[src/common/nsm_cfg.svh]
// Purpose: constants for the inter-switch link neighbor state machine
// Assumes: 100 MHz clk_in, synchronous active-high reset
// Notes: timer figures are plain defaults, shortened via module parameters
`ifndef NSM_CFG_SVH
`define NSM_CFG_SVH
`define NSM_CLK_MHZ 100
`define NSM_HELLO_S 20
`define NSM_DEAD_S 80
`define NSM_HELLO_CYC (`NSM_HELLO_S * `NSM_CLK_MHZ * 40'hf4240)
`define NSM_DEAD_CYC (`NSM_DEAD_S * `NSM_CLK_MHZ * 40'hf4240)
`define NSM_TMR_W 40
`endif

[src/common/nsm_pkg.sv]
// Purpose: types for the neighbor state machine
// Assumes: nothing
// Notes: gray codes along down-init-exch-ackwait-full path
package nsm_pkg;
  typedef enum logic [2:0] {
    NSM_DOWN = 3'h0,
    NSM_INIT = 3'h1,
    NSM_EXCH = 3'h3,
    NSM_ACKW = 3'h2,
    NSM_FULL = 3'h6,
    NSM_DBW = 3'h7
  } nsm_state_t;
endpackage : nsm_pkg

[src/logic/nsm_timer.sv]
// Purpose: restartable interval timer with one-cycle expiry pulse
// Assumes: start and stop never in same cycle from caller (start wins)
// Notes: periodic mode reloads itself on expiry
`timescale 1ns/1ps
`default_nettype none
module nsm_timer #(
  parameter int W = 40,
  parameter logic [W-1:0] PERIOD = 40'h3e8,
  parameter bit PERIODIC = 1'b0
) (
  input wire logic clk_in,
  input wire logic rst_in,
  input wire logic start_in,
  input wire logic stop_in,
  output logic expire_out
);
  logic run;
  logic [W-1:0] cnt;
  logic next_run;
  logic [W-1:0] next_cnt;
  logic next_expire;
  always_comb begin
    next_run = run;
    next_cnt = cnt;
    next_expire = 1'b0;
    if (start_in) begin
      next_run = 1'b1;
      next_cnt = PERIOD;
    end else if (stop_in) begin
      next_run = 1'b0;
    end else if (run) begin
      if (cnt <= W'(1)) begin
        next_expire = 1'b1;
        next_run = PERIODIC;
        next_cnt = PERIOD;
      end else begin
        next_cnt = cnt - W'(1);
      end
    end
  end
  always_ff @(posedge clk_in) begin
    if (rst_in) begin
      run <= 1'b0;
      cnt <= '0;
      expire_out <= 1'b0;
    end else begin
      run <= next_run;
      cnt <= next_cnt;
      expire_out <= next_expire;
    end
  end
endmodule : nsm_timer
`default_nettype wire

[src/logic/nsm_neighbor_fsm.sv]
// Purpose: per-port neighbor state machine for an inter-switch link
// Assumes: message strobes are one-cycle pulses from the frame logic on clk_in
// Notes: one instance per inter-switch port; action outputs are one-cycle pulses
`include "nsm_cfg.svh"
`timescale 1ns/1ps
`default_nettype none
module nsm_neighbor_fsm #(
  parameter logic [`NSM_TMR_W-1:0] HELLO_CYC = `NSM_TMR_W'(`NSM_HELLO_CYC),
  parameter logic [`NSM_TMR_W-1:0] DEAD_CYC = `NSM_TMR_W'(`NSM_DEAD_CYC)
) (
  input wire logic clk_in,
  input wire logic rst_in,
  input wire logic port_up_in,
  input wire logic port_offline_in,
  input wire logic two_way_in,
  input wire logic one_way_in,
  input wire logic lsu_in,
  input wire logic lsu_db_done_in,
  input wire logic lsu_init_db_in,
  input wire logic lsa_in,
  input wire logic lsa_db_done_in,
  input wire logic db_sent_in,
  output logic [2:0] state_out,
  output logic adjacent_out,
  output logic send_hello_out,
  output logic hello_one_way_out,
  output logic send_db_out,
  output logic send_done_lsu_out,
  output logic issue_lsr_out,
  output logic recompute_out,
  output logic clear_rxmt_out,
  output logic clear_nbr_out
);
  nsm_pkg::nsm_state_t state, next_state;
  logic next_hello, next_one_way, next_db, next_done_lsu, next_lsr, next_route;
  logic next_clr_rxmt, next_clr_nbr, one_way_mode, next_one_way_mode;
  logic hello_start, hello_stop, dead_start, dead_stop;
  logic hello_exp, dead_exp, msg_seen;

  nsm_timer #(.W(`NSM_TMR_W), .PERIOD(HELLO_CYC), .PERIODIC(1'b1)) u_hello (
    .clk_in(clk_in),
    .rst_in(rst_in),
    .start_in(hello_start),
    .stop_in(hello_stop),
    .expire_out(hello_exp)
  );
  nsm_timer #(.W(`NSM_TMR_W), .PERIOD(DEAD_CYC), .PERIODIC(1'b0)) u_dead (
    .clk_in(clk_in),
    .rst_in(rst_in),
    .start_in(dead_start),
    .stop_in(dead_stop),
    .expire_out(dead_exp)
  );

  always_comb begin
    next_state = state;
    next_hello = 1'b0;
    next_db = 1'b0;
    next_done_lsu = 1'b0;
    next_lsr = 1'b0;
    next_route = 1'b0;
    next_clr_rxmt = 1'b0;
    next_clr_nbr = 1'b0;
    next_one_way_mode = one_way_mode;
    hello_start = 1'b0;
    hello_stop = 1'b0;
    dead_start = 1'b0;
    dead_stop = 1'b0;
    msg_seen = 1'b0;
    if (port_offline_in) begin
      next_state = nsm_pkg::NSM_DOWN;
      next_clr_rxmt = 1'b1;
      next_clr_nbr = 1'b1;
      hello_stop = 1'b1;
      dead_stop = 1'b1;
      next_lsr = (state != nsm_pkg::NSM_DOWN);
      next_one_way_mode = 1'b0;
    end else begin
      unique case (state)
        nsm_pkg::NSM_DOWN: begin
          if (port_up_in) begin
            next_state = nsm_pkg::NSM_INIT;
            next_hello = 1'b1;
            hello_start = 1'b1;
            next_one_way_mode = 1'b0;
          end
        end
        nsm_pkg::NSM_INIT: begin
          if (two_way_in) begin
            next_state = nsm_pkg::NSM_EXCH;
            next_db = 1'b1;
            dead_start = 1'b1;
            next_one_way_mode = 1'b0;
            msg_seen = 1'b1;
          end else if (one_way_in) begin
            dead_start = 1'b1;
            msg_seen = 1'b1;
          end
        end
        default: begin
          if (one_way_in) begin
            next_state = nsm_pkg::NSM_INIT;
            next_clr_rxmt = 1'b1;
            msg_seen = 1'b1;
          end else begin
            // a two-way hello must not swallow an update arriving in the same cycle
            if (two_way_in) begin
              dead_start = 1'b1;
              msg_seen = 1'b1;
            end
            unique case (state)
              nsm_pkg::NSM_EXCH: begin
                if (lsu_in && lsu_db_done_in) begin
                  next_state = nsm_pkg::NSM_ACKW;
                  msg_seen = 1'b1;
                end else if (lsa_in && lsa_db_done_in) begin
                  next_state = nsm_pkg::NSM_DBW;
                  msg_seen = 1'b1;
                end
              end
              nsm_pkg::NSM_ACKW: begin
                if (lsa_in && lsa_db_done_in) begin
                  next_state = nsm_pkg::NSM_FULL;
                  next_lsr = 1'b1;
                  next_route = 1'b1;
                  msg_seen = 1'b1;
                end
              end
              nsm_pkg::NSM_DBW: begin
                if (lsu_in && lsu_db_done_in) begin
                  next_state = nsm_pkg::NSM_FULL;
                  next_lsr = 1'b1;
                  next_route = 1'b1;
                  msg_seen = 1'b1;
                end
              end
              nsm_pkg::NSM_FULL: begin
                if (lsu_in && lsu_init_db_in) begin
                  next_state = nsm_pkg::NSM_INIT;
                  next_one_way_mode = 1'b1;
                  msg_seen = 1'b1;
                end else if (lsu_in || lsa_in) begin
                  dead_start = 1'b1;
                  msg_seen = 1'b1;
                end
              end
              default: begin
              end
            endcase
          end
          if (db_sent_in && (state == nsm_pkg::NSM_EXCH || state == nsm_pkg::NSM_ACKW) &&
              next_state == state) begin
            next_done_lsu = 1'b1;
            msg_seen = 1'b1;
          end
        end
      endcase
      // timers after messages; dead expiry ignored if any message was handled this cycle
      if (state != nsm_pkg::NSM_DOWN) begin
        if (hello_exp) begin
          next_hello = 1'b1;
        end
        if (dead_exp && !msg_seen) begin
          next_state = nsm_pkg::NSM_INIT;
          next_clr_nbr = 1'b1;
          next_clr_rxmt = 1'b1;
          dead_stop = 1'b1;
          next_lsr = 1'b1;
          next_route = 1'b0;
          next_db = 1'b0;
          next_done_lsu = 1'b0;
        end
      end
    end
    next_one_way = next_hello && (next_one_way_mode || next_state == nsm_pkg::NSM_INIT);
  end

  always_ff @(posedge clk_in) begin
    if (rst_in) begin
      state <= nsm_pkg::NSM_DOWN;
      one_way_mode <= 1'b0;
      state_out <= 3'h0;
      adjacent_out <= 1'b0;
      send_hello_out <= 1'b0;
      hello_one_way_out <= 1'b0;
      send_db_out <= 1'b0;
      send_done_lsu_out <= 1'b0;
      issue_lsr_out <= 1'b0;
      recompute_out <= 1'b0;
      clear_rxmt_out <= 1'b0;
      clear_nbr_out <= 1'b0;
    end else begin
      state <= next_state;
      one_way_mode <= next_one_way_mode;
      state_out <= next_state;
      adjacent_out <= (next_state == nsm_pkg::NSM_FULL);
      send_hello_out <= next_hello;
      hello_one_way_out <= next_one_way;
      send_db_out <= next_db;
      send_done_lsu_out <= next_done_lsu;
      issue_lsr_out <= next_lsr;
      recompute_out <= next_route;
      clear_rxmt_out <= next_clr_rxmt;
      clear_nbr_out <= next_clr_nbr;
    end
  end
endmodule : nsm_neighbor_fsm
`default_nettype wire

[config.mk]
export PLATFORM = sky130hd
export DESIGN_NAME = nsm_neighbor_fsm
export DESIGN_NICKNAME = d
export VERILOG_FILES = /design/src/common/nsm_pkg.sv /design/src/logic/nsm_timer.sv /design/src/logic/nsm_neighbor_fsm.sv
export VERILOG_INCLUDE_DIRS = /design/src /design/src/common
export SDC_FILE = /design/constraint.sdc
export NUM_CORES = 1
export LEC_CHECK = 0
export ABC_AREA = 0
export BUFFER_PORTS_ARGS = -buffer_cell sky130_fd_sc_hd__buf_2
export CAP_MARGIN = 10
export CORE_MARGIN = 1
export CORE_UTILIZATION = 55
export DETAILED_ROUTE_END_ITERATION = 10
export GPL_ROUTABILITY_DRIVEN = 0
export HOLD_SLACK_MARGIN = 0.05
export PLACE_DENSITY_LB_ADDON = 0.2
export SKIP_LAST_GASP = 1
export SLEW_MARGIN = 20
export SYNTH_ARGS = -nofsm -noshare
export SYNTH_HDL_FRONTEND = slang
export SYNTH_SLANG_ARGS = --single-unit
[constraint.sdc]
create_clock -name clk_in -period 3.2 [get_ports clk_in]
set_clock_uncertainty 0.2 [all_clocks]
set_input_delay 0.64 -clock clk_in [delete_from_list [all_inputs] [get_ports clk_in]]
set_output_delay 0.64 -clock clk_in [all_outputs]
set_load 0.05 [all_outputs]
Word level (Yosys, flattened, before mapping). Cells that the tools add are included.

Bits in registers: 97. Latch bits: 0. Bits in writable memories: 0. Bits in read-only memories: 0. Bits of input ports: 12. Word-level logic and storage cells: 150. Memories kept: 0.

$add $sub $neg: 2. Multipliers: 0. Div/mod/pow operators: 0. $lt $le $gt $ge: 2. Eq/ne operators: 10. Shift-type cells: 0. Mux-type cells: 88. Bitwise gates (word level): 4. Reductions and logical operators: 25.

Operators with widths (number): $mux 33 (3); $mux 31 (3); $le 40x1->1 const B (2); $mux 40 (2); $sub 40x1->40 const B (2); $mux 1 (60); $mux 3 (13); $pmux 3 s4 (1); $eq 3x3->1 const B (3); $pmux 1 s2 (4); $reduce_and 2->1 (4); $reduce_or 2->1 (4); $reduce_or 4->1 (2); $logic_and 1x1->1 (7); $eq 3x1->1 const B (2); $eq 3x2->1 const B (2); $pmux 3 s2 (1); $ne 2x2->1 const B (2); $not 1->1 (4); $pmux 1 s4 (1); $reduce_bool 2->1 (2); $eq 3x3->1 (1); $logic_not 3->1 (1); $logic_or 1x1->1 (3); 2 further kinds (2).

Logic depth before layout (Yosys ltp). Gate-level depths: netlist of run 1.

Depth in word-level cells: 20. Depth in mapped cells: 10. Depth with buffers taken out: 8.

Hierarchy. From an unflattened synthesis of run 1, not the netlist that was laid out.

Cell total of the unflattened synthesis: 612. Area total of the unflattened synthesis: 5186.2 um^2.

Modules (own cells, without submodules): nsm_timer at u_dead (instances 1, cells each 268, area each 2255.9 um^2, seq. area each 840.8 um^2); nsm_timer at u_hello (instances 1, cells each 254, area each 2172.1 um^2, seq. area each 840.8 um^2); nsm_neighbor_fsm (instances 1, cells each 90, area each 758.2 um^2, seq. area each 260.2 um^2).

Worst setup path after synthesis of run 1. OpenSTA, ideal clock, no wires.

Path type: reg-to-reg. Start point: register state[2]. End point: register u_dead.cnt[9]. Library setup time: 116 ps. Arrival time: 2386 ps. Path slack: 497 ps. Cell stages (with the launch flop): 9. Path buffers: 2. Cells stage by stage: dfxtp_1 > buf_2 > nand3b_2 > o31a_1 > or4_1 > nand2_1 > buf_4 > nor3_1 > a31o_2.

Cells in the longest elaborated chain, start to end: 18. Elaborated cells on any way between the ends: 37. Those cells by class: eq/ne: 6; mux: 21; bitwise: 1; reduce/logical: 9.

RTL lines: start: declaration (line nsm_neighbor_fsm.sv:34) `nsm_pkg::nsm_state_t state, next_state;`; start signal: assignment (line nsm_neighbor_fsm.sv:180) `state <= nsm_pkg::NSM_DOWN;`; start signal: assignment (line nsm_neighbor_fsm.sv:193) `state <= next_state;`; $mux 3 (line nsm_neighbor_fsm.sv:116) `end else if (lsa_in && lsa_db_done_in) begin`; $mux 3 (line nsm_neighbor_fsm.sv:113) `if (lsu_in && lsu_db_done_in) begin`; $pmux 3 s4 (line nsm_neighbor_fsm.sv:111) `unique case (state)`; $mux 3 (line nsm_neighbor_fsm.sv:101) `if (one_way_in) begin`; $mux 3 (line nsm_neighbor_fsm.sv:79) `unique case (state)`; $mux 3 (line nsm_neighbor_fsm.sv:70) `if (port_offline_in) begin`; $eq 3x3->1 (line nsm_neighbor_fsm.sv:152) `next_state == state) begin`; $logic_and 1x1->1 (line nsm_neighbor_fsm.sv:151) `if (db_sent_in && (state == nsm_pkg::NSM_EXCH || state == nsm_pkg::NSM_ACKW) &&`; (+2 left out); $mux 1 (line nsm_neighbor_fsm.sv:70); $logic_not 1->1 (line nsm_neighbor_fsm.sv:163) `if (dead_exp && !msg_seen) begin`; $logic_and 1x1->1 (line nsm_neighbor_fsm.sv:163); $mux 1 (line nsm_neighbor_fsm.sv:163); $mux 1 (line nsm_neighbor_fsm.sv:159) `if (state != nsm_pkg::NSM_DOWN) begin`; $mux 1 (line nsm_neighbor_fsm.sv:70); $not 1->1 (no source line); $reduce_and 2->1 (no source line); end signal: assignment (line nsm_timer.sv:48) `cnt <= next_cnt;`; end: declaration (line nsm_timer.sv:18) `logic [W-1:0] cnt;`.

Several ways; a longest one is shown, not always the timed one. The select of a mux whose other input is x is not followed. A chain may end at the register's enable or synchronous reset.

Worst setup path after layout of run 1.
Start point: register u_dead.cnt[14]. End point: register u_dead.cnt[16].

Cells in the longest elaborated chain, start to end: 2. Elaborated cells on any way between the ends: 3. Those cells by class: add/sub: 1; order compare: 1; mux: 1.

RTL lines: $sub 40x1->40 or $le 40x1->1 (tied branches) (line nsm_timer.sv:37, nsm_timer.sv:32); $mux 40 * (line nsm_timer.sv:32) `if (cnt <= W'(1)) begin`.

Every way passes the cells marked *; elsewhere a longest branch is shown, timed or not.

==> flow_summary.json, run 1 <==
{
  "fp-row-count": 35,
  "cts_tree": "yes",
  "p_leak_nw": 2.11,
  "final_area_mm2": 0.00572,
  "hold_path.startpoint": "u_dead.cnt[1]$_SDFFE_PP0P_",
  "cts_resized": 0,
  "avgViaCountPerCell": 6.32,
  "multi_input_area_mm2": 0.00312,
  "post-route-drc-count": 0,
  "drive_above_1_share_pct": 13.2,
  "synth_cell_types": 80,
  "layout_min_cycle_time_ns": 2.82,
  "initial_utilization_pct": 57.0,
  "synth_most_common_cell": "dfxtp_1",
  "r2r_start": "u_dead.cnt[14]$_SDFFE_PP0P_",
  "period_share_pct": 88.2,
  "die_x_um": 100,
  "dp_cells": 761,
  "synth_nets": 644,
  "synthTopCellsByArea": "dfxtp_1, nor2_1, nor3_1, a21oi_1, xor2_1",
  "cts_root_buf": "clkbuf_8",
  "grt_max_degree": 38,
  "hold_ws_ns": 0.290,
  "worst_pin_slew_ns": 0.678,
  "yosysTopAreaCell": "dfxtp_1",
  "cts_num_sinks": 97,
  "ys.warnings.count": 0,
  "grt_pass1_wl_mm": 21.6,
  "syn_to_final_growth_pct": 8.16,
  "htree_levels": 3,
  "synthFlopType": "dfxtp_1",
  "path_class": "reg2reg",
  "finalPower_mw": 3.01,
  "hold_buffers": 0,
  "worst_slack_ns": 0.377,
  "antenna_found_initial": 0,
  "worst-endpoint-required_ns": 3.24,
  "core-area_mm2": 0.00928,
  "wirelength_mm": 12.9,
  "finalHoldViolCount": 0,
  "hold_class": "reg2reg",
  "track_usage_pct": 26.9,
  "diodes": 0,
  "syn-cell-area_mm2": 0.00529,
  "avgSynthCellArea_um2": 8.42,
  "ys_seq_elements": 97,
  "hpwl_mm": 9.16,
  "clk_pin_slew_worst_paths_ns": 0.09,
  "setup_viol": 0,
  "crit_path_end_kind": "flop",
  "place_ws_ns": 0.348,
  "peakVddDrop_mv": 0.298,
  "slew_headroom_pct": 54.5,
  "post_drt_wl_per_cell_um": 16.7,
  "finish.net_count": 659,
  "grt_pass1_vias": 4601,
  "routed-via-count": 4897,
  "io_buffer_count": 23,
  "cts_made_buffers": 9,
  "cp_max_fo": 10,
  "postSynth.asyncResetShare_pct": 0,
  "register_area_mm2": 0.00194,
  "status": "completed",
  "seq_area_frac_synth_pct": 36.7,
  "utilization_pct": 61.6,
  "fmax_mhz": 354,
  "syn_inst": 628,
  "critPathLaunchType": "flop",
  "power_density_mw_per_mm2": 526,
  "cts_setup_buffers": 0,
  "dieArea_mm2": 0.0100,
  "setup-tns-final_ns": 0,
  "synth_edf_count": 0,
  "cap_viol_max_count": 0,
  "rsz0062_at_grt": "no",
  "nFillCells": 848,
  "drt_iter0_drc": 329,
  "io_pins": 24,
  "slew_viol_final": 0,
  "yosysTopAreaCellShare_pct": 36.7,
  "startpoint": "u_dead.cnt[14]$_SDFFE_PP0P_",
  "antenna_left": 0,
  "top_regs": "u_dead.cnt: 40 flops, u_hello.cnt: 40 flops, state: 3 flops",
  "fp.dieH_um": 100,
  "firstDrtPassIters": 5,
  "cts_buffer_depth": 2,
  "gr-total-overflow": 0,
  "placed_area_mm2": 0.00549,
  "cp.arrival_ns": 2.87,
  "instances_no_fill": 775,
  "clk_latency_ns": 0.37,
  "synth_commonest_cells": "dfxtp_1, nor2_1, nor3_1, a21oi_1, nand2_1"
}
-- kinds of logic (layout without fill, tap and decap cells) --
family / count (synthesis) / count (layout) / synth area share (%)
AO/OA/AOI/OAI: 142 / 142 / 18.9
XOR/XNOR: 38 / 38 / 6.29
adder cells (fa/ha/maj): 4 / 4 / 0.946
buffers and inverters: 44 / 62 / 4.38
flip-flops: 97 / 97 / 36.7
multiplexers: 2 / 2 / 0.378
AND/OR/NAND/NOR: 301 / 301 / 32.4
-- cell type report --
| cell class | count | area share (%) |
|---|---|---|
| multi-input cells | 487 | 54.5 |
| flip-flops and latches | 97 | 33.9 |
| repair buffers | 36 | 3.94 |
| well taps | 129 | 2.82 |
| clock buffers | 11 | 2.47 |
| clock inverters | 3 | 1.57 |
| inverters | 12 | 0.787 |
-- power by group --
group	internal [mW]	leakage, nW	switching (mW)
clock	0.533	0.115	0.415
combinational	0.260	1.20	0.479
sequential	1.26	0.788	0.0654
total	2.05	2.11	0.960
-- worst max-delay path: stages, from the launching register on --
cell     delay [ns]
dfxtp_1        0.35
nor4_1         0.58
and4_1         0.42
nand4_1        0.46
o21ai_2        0.59
a21oi_1        0.09
-- path summary, 6_finish.rpt --
path	endpoint	slack, ns	depth (start not counted)
max	u_dead.cnt[16]$_SDFFE_PP0P_	0.38	5
min	u_dead.cnt[1]$_SDFFE_PP0P_	0.29	2
max reg2reg	u_dead.cnt[16]$_SDFFE_PP0P_	0.38	5
min reg2reg	u_dead.cnt[1]$_SDFFE_PP0P_	0.29	2
-- layout by cell type, fill, tap and decap left out, types with 5 or more instances in the layout --
| cell | count |
|---|---|
| a211oi_1 | 8 |
| a21oi_1 | 35 |
| a311oi_1 | 8 |
| and3_1 | 6 |
| buf_2 | 23 |
| buf_4 | 12 |
| clkbuf_8 | 10 |
| dfxtp_1 | 97 |
| inv_1 | 12 |
| nand2_1 | 33 |
| nand2b_1 | 10 |
| nand3_1 | 21 |
| nand4_1 | 13 |
| nand4b_1 | 6 |
| nor2_1 | 86 |
| nor3_1 | 40 |
| nor4_1 | 14 |
| nor4_2 | 5 |
| o211ai_1 | 5 |
| o21ai_0 | 26 |
| o31ai_1 | 10 |
| o41ai_1 | 5 |
| or3_1 | 14 |
| or4_1 | 9 |
| xnor2_1 | 18 |
| xor2_1 | 20 |
-- metal layers --
metal | vias to the layer above | routed length, um | global-route usage [%] | share of wire, %
met5 | - | 0 | 0 | 0
met4 | 0 | 302 | 11.7 | 2.3
met3 | 38 | 679 | 4.25 | 5.3
met2 | 179 | 6120 | 45.3 | 47
met1 | 2321 | 5810 | 34.1 | 45
li1 | 2359 | - | - | -
Note: power is estimated with default switching activity, not from simulation.
==> run 2, diff against run 1 <==
--- a/config.mk
+++ b/config.mk
@@ -11,9 +11,9 @@
 export CAP_MARGIN = 10
 export CORE_MARGIN = 1
-export CORE_UTILIZATION = 55
+export CORE_UTILIZATION = 25
 export DETAILED_ROUTE_END_ITERATION = 10
 export GPL_ROUTABILITY_DRIVEN = 0
 export HOLD_SLACK_MARGIN = 0.05
-export PLACE_DENSITY_LB_ADDON = 0.2
+export PLACE_DENSITY = 0.4
 export SKIP_LAST_GASP = 1
 export SLEW_MARGIN = 20
==> constraint.sdc (replaced) <==
create_clock -name clk_in -period 3.2 [get_ports clk_in]
set_clock_uncertainty 0.2 [all_clocks]
set_input_delay 0.16 -clock clk_in [delete_from_list [all_inputs] [get_ports clk_in]]
set_output_delay 0.16 -clock clk_in [all_outputs]
set_load 0.05 [all_outputs]
==> flow_summary.json, run 2 (same netlist as run 1, synthesis figures left out) <==
{
  "slew_viol_final": 0,
  "placed_area_mm2": 0.00574,
  "worst_pin_slew_ns": 1.09,
  "setup_viol": 0,
  "cap_viol_max_count": 0,
  "io_buffer_count": 23,
  "p_leak_nw": 2.20,
  "diodes": 0,
  "cts_tree": "yes",
  "cts_root_buf": "clkbuf_16",
  "layout_min_cycle_time_ns": 2.92,
  "post-route-drc-count": 0,
  "status": "completed",
  "cts_buffer_depth": 2,
  "finalHoldViolCount": 0,
  "final_common_cell": "dfxtp_1",
  "gr-total-overflow": 0,
  "cp.arrival_ns": 2.97,
  "nFillCells": 2244,
  "initial_utilization_pct": 25.8,
  "fp.dieH_um": 147,
  "post_drt_wl_per_cell_um": 16.2,
  "path_class": "reg2reg",
  "grt_pass1_wl_mm": 25.0,
  "wirelength_mm": 15.2,
  "drive_above_1_share_pct": 15.0,
  "rsz0062_at_grt": "no",
  "grt_pass1_vias": 4832,
  "htree_levels": 3,
  "period_share_pct": 91.2,
  "antenna_found_initial": 0,
  "cts_num_sinks": 97,
  "routed-via-count": 4834,
  "antenna_left": 0,
  "final_cell_mix": "dfxtp_1, nor2_1, nor3_1, a21oi_1, nand2_1",
  "clk_pin_slew_worst_paths_ns": 0.08,
  "top_regs": "u_dead.cnt: 40 flops, u_hello.cnt: 40 flops, state: 3 flops",
  "setup-tns-final_ns": 0,
  "cp_max_fo": 7,
  "utilization_pct": 29.7,
  "io_pins": 24,
  "die_x_um": 147,
  "core-area_mm2": 0.0205,
  "syn_to_final_growth_pct": 15.0,
  "finalPower_mw": 3.20,
  "slew_headroom_pct": 26.9,
  "avgViaCountPerCell": 5.17,
  "drt_iter0_drc": 236,
  "finish.net_count": 676,
  "final_area_mm2": 0.00608,
  "peakVddDrop_mv": 0.255,
  "track_usage_pct": 14.6,
  "critPathLaunchType": "flop",
  "dieArea_mm2": 0.0217,
  "cts_resized": 0,
  "fmax_mhz": 343,
  "hold_class": "in2reg",
  "power_density_mw_per_mm2": 527,
  "firstDrtPassIters": 5,
  "fp-row-count": 52,
  "register_area_mm2": 0.00194,
  "crit_path_end_kind": "flop",
  "worst-endpoint-required_ns": 3.25,
  "cts_made_buffers": 9,
  "multi_input_area_mm2": 0.00312,
  "grt_max_degree": 27,
  "hpwl_mm": 11.2,
  "clk_latency_ns": 0.36
}
run 2: cell count changes in the layout (fill, tap and decap cells not counted):
cell / before / now
buf_12: 1 / 0
buf_4: 12 / 25
bufinv_16: 3 / 0
clkbuf_1: 1 / 0
clkbuf_16: 0 / 9
clkbuf_8: 10 / 0
clkinv_4: 0 / 3
clkinvlp_4: 0 / 2
dlygate4sd3_1: 0 / 5
inv_8: 0 / 2
run 2: timing repair:
item,CTS,global route
buffers inserted,0,0
hold buffers,5,0
hold endpoints to repair,7,0
setup endpoints to repair,0,0
run 2: worst max-delay path, cell delays in order, from the launching register on:
cell      delay [ns]
dfxtp_1         0.39
inv_1           0.08
ha_1            0.21
o21ba_2         0.22
and4_1          0.21
and4_4          0.23
a211oi_1        0.89
a41oi_1         0.22
o21a_1          0.16
run 2: cell type report:
| type | instances | share of cell area, % |
|---|---|---|
| flip-flops and latches | 97 | 31.9 |
| well taps | 270 | 5.55 |
| inverters | 12 | 0.740 |
| clock inverters | 7 | 1.05 |
| clock buffers | 9 | 3.70 |
| multi-input cells | 487 | 51.2 |
| repair buffers | 53 | 5.80 |
run 2: worst paths after layout:
kind                            depth (start not counted)                            to  slack [ns]                        from
worst min register to register                          2    u_dead.cnt[1]$_SDFFE_PP0P_        0.28  u_dead.cnt[1]$_SDFFE_PP0P_
worst max-delay path                                    8   u_dead.cnt[17]$_SDFFE_PP0P_        0.28  u_dead.cnt[0]$_SDFFE_PP0P_
worst max register to register                          8   u_dead.cnt[17]$_SDFFE_PP0P_        0.28  u_dead.cnt[0]$_SDFFE_PP0P_
worst min-delay path                                    2  u_hello.cnt[28]$_SDFFE_PP0P_        0.10                      rst_in
run 2: stage by stage:
stage,hold slack [ns],setup WS [ns],instances
after floorplan,0.110,0.497,628
after global placement,0.255,0.368,914
after detailed placement,0.276,0.329,914
after CTS,0.108,0.299,935
after global routing,0.138,0.0537,935
final,0.102,0.283,935
run 2: where the power goes:
group | internal (mW) | switching, mW | leakage (nW) | total [mW]
Clock | 0.543 | 0.538 | 0.136 | 1.08
Combinational | 0.289 | 0.515 | 1.27 | 0.804
Sequential | 1.26 | 0.0607 | 0.788 | 1.32
run 2: per-layer routing:
| metal | share of wire [%] | GRT usage, % |
|---|---|---|
| met2 | 50 | 25.6 |
| met1 | 45 | 17.5 |
| met4 | 2.2 | 6.13 |
| met5 | 0 | 0 |
| met3 | 2.5 | 2.56 |
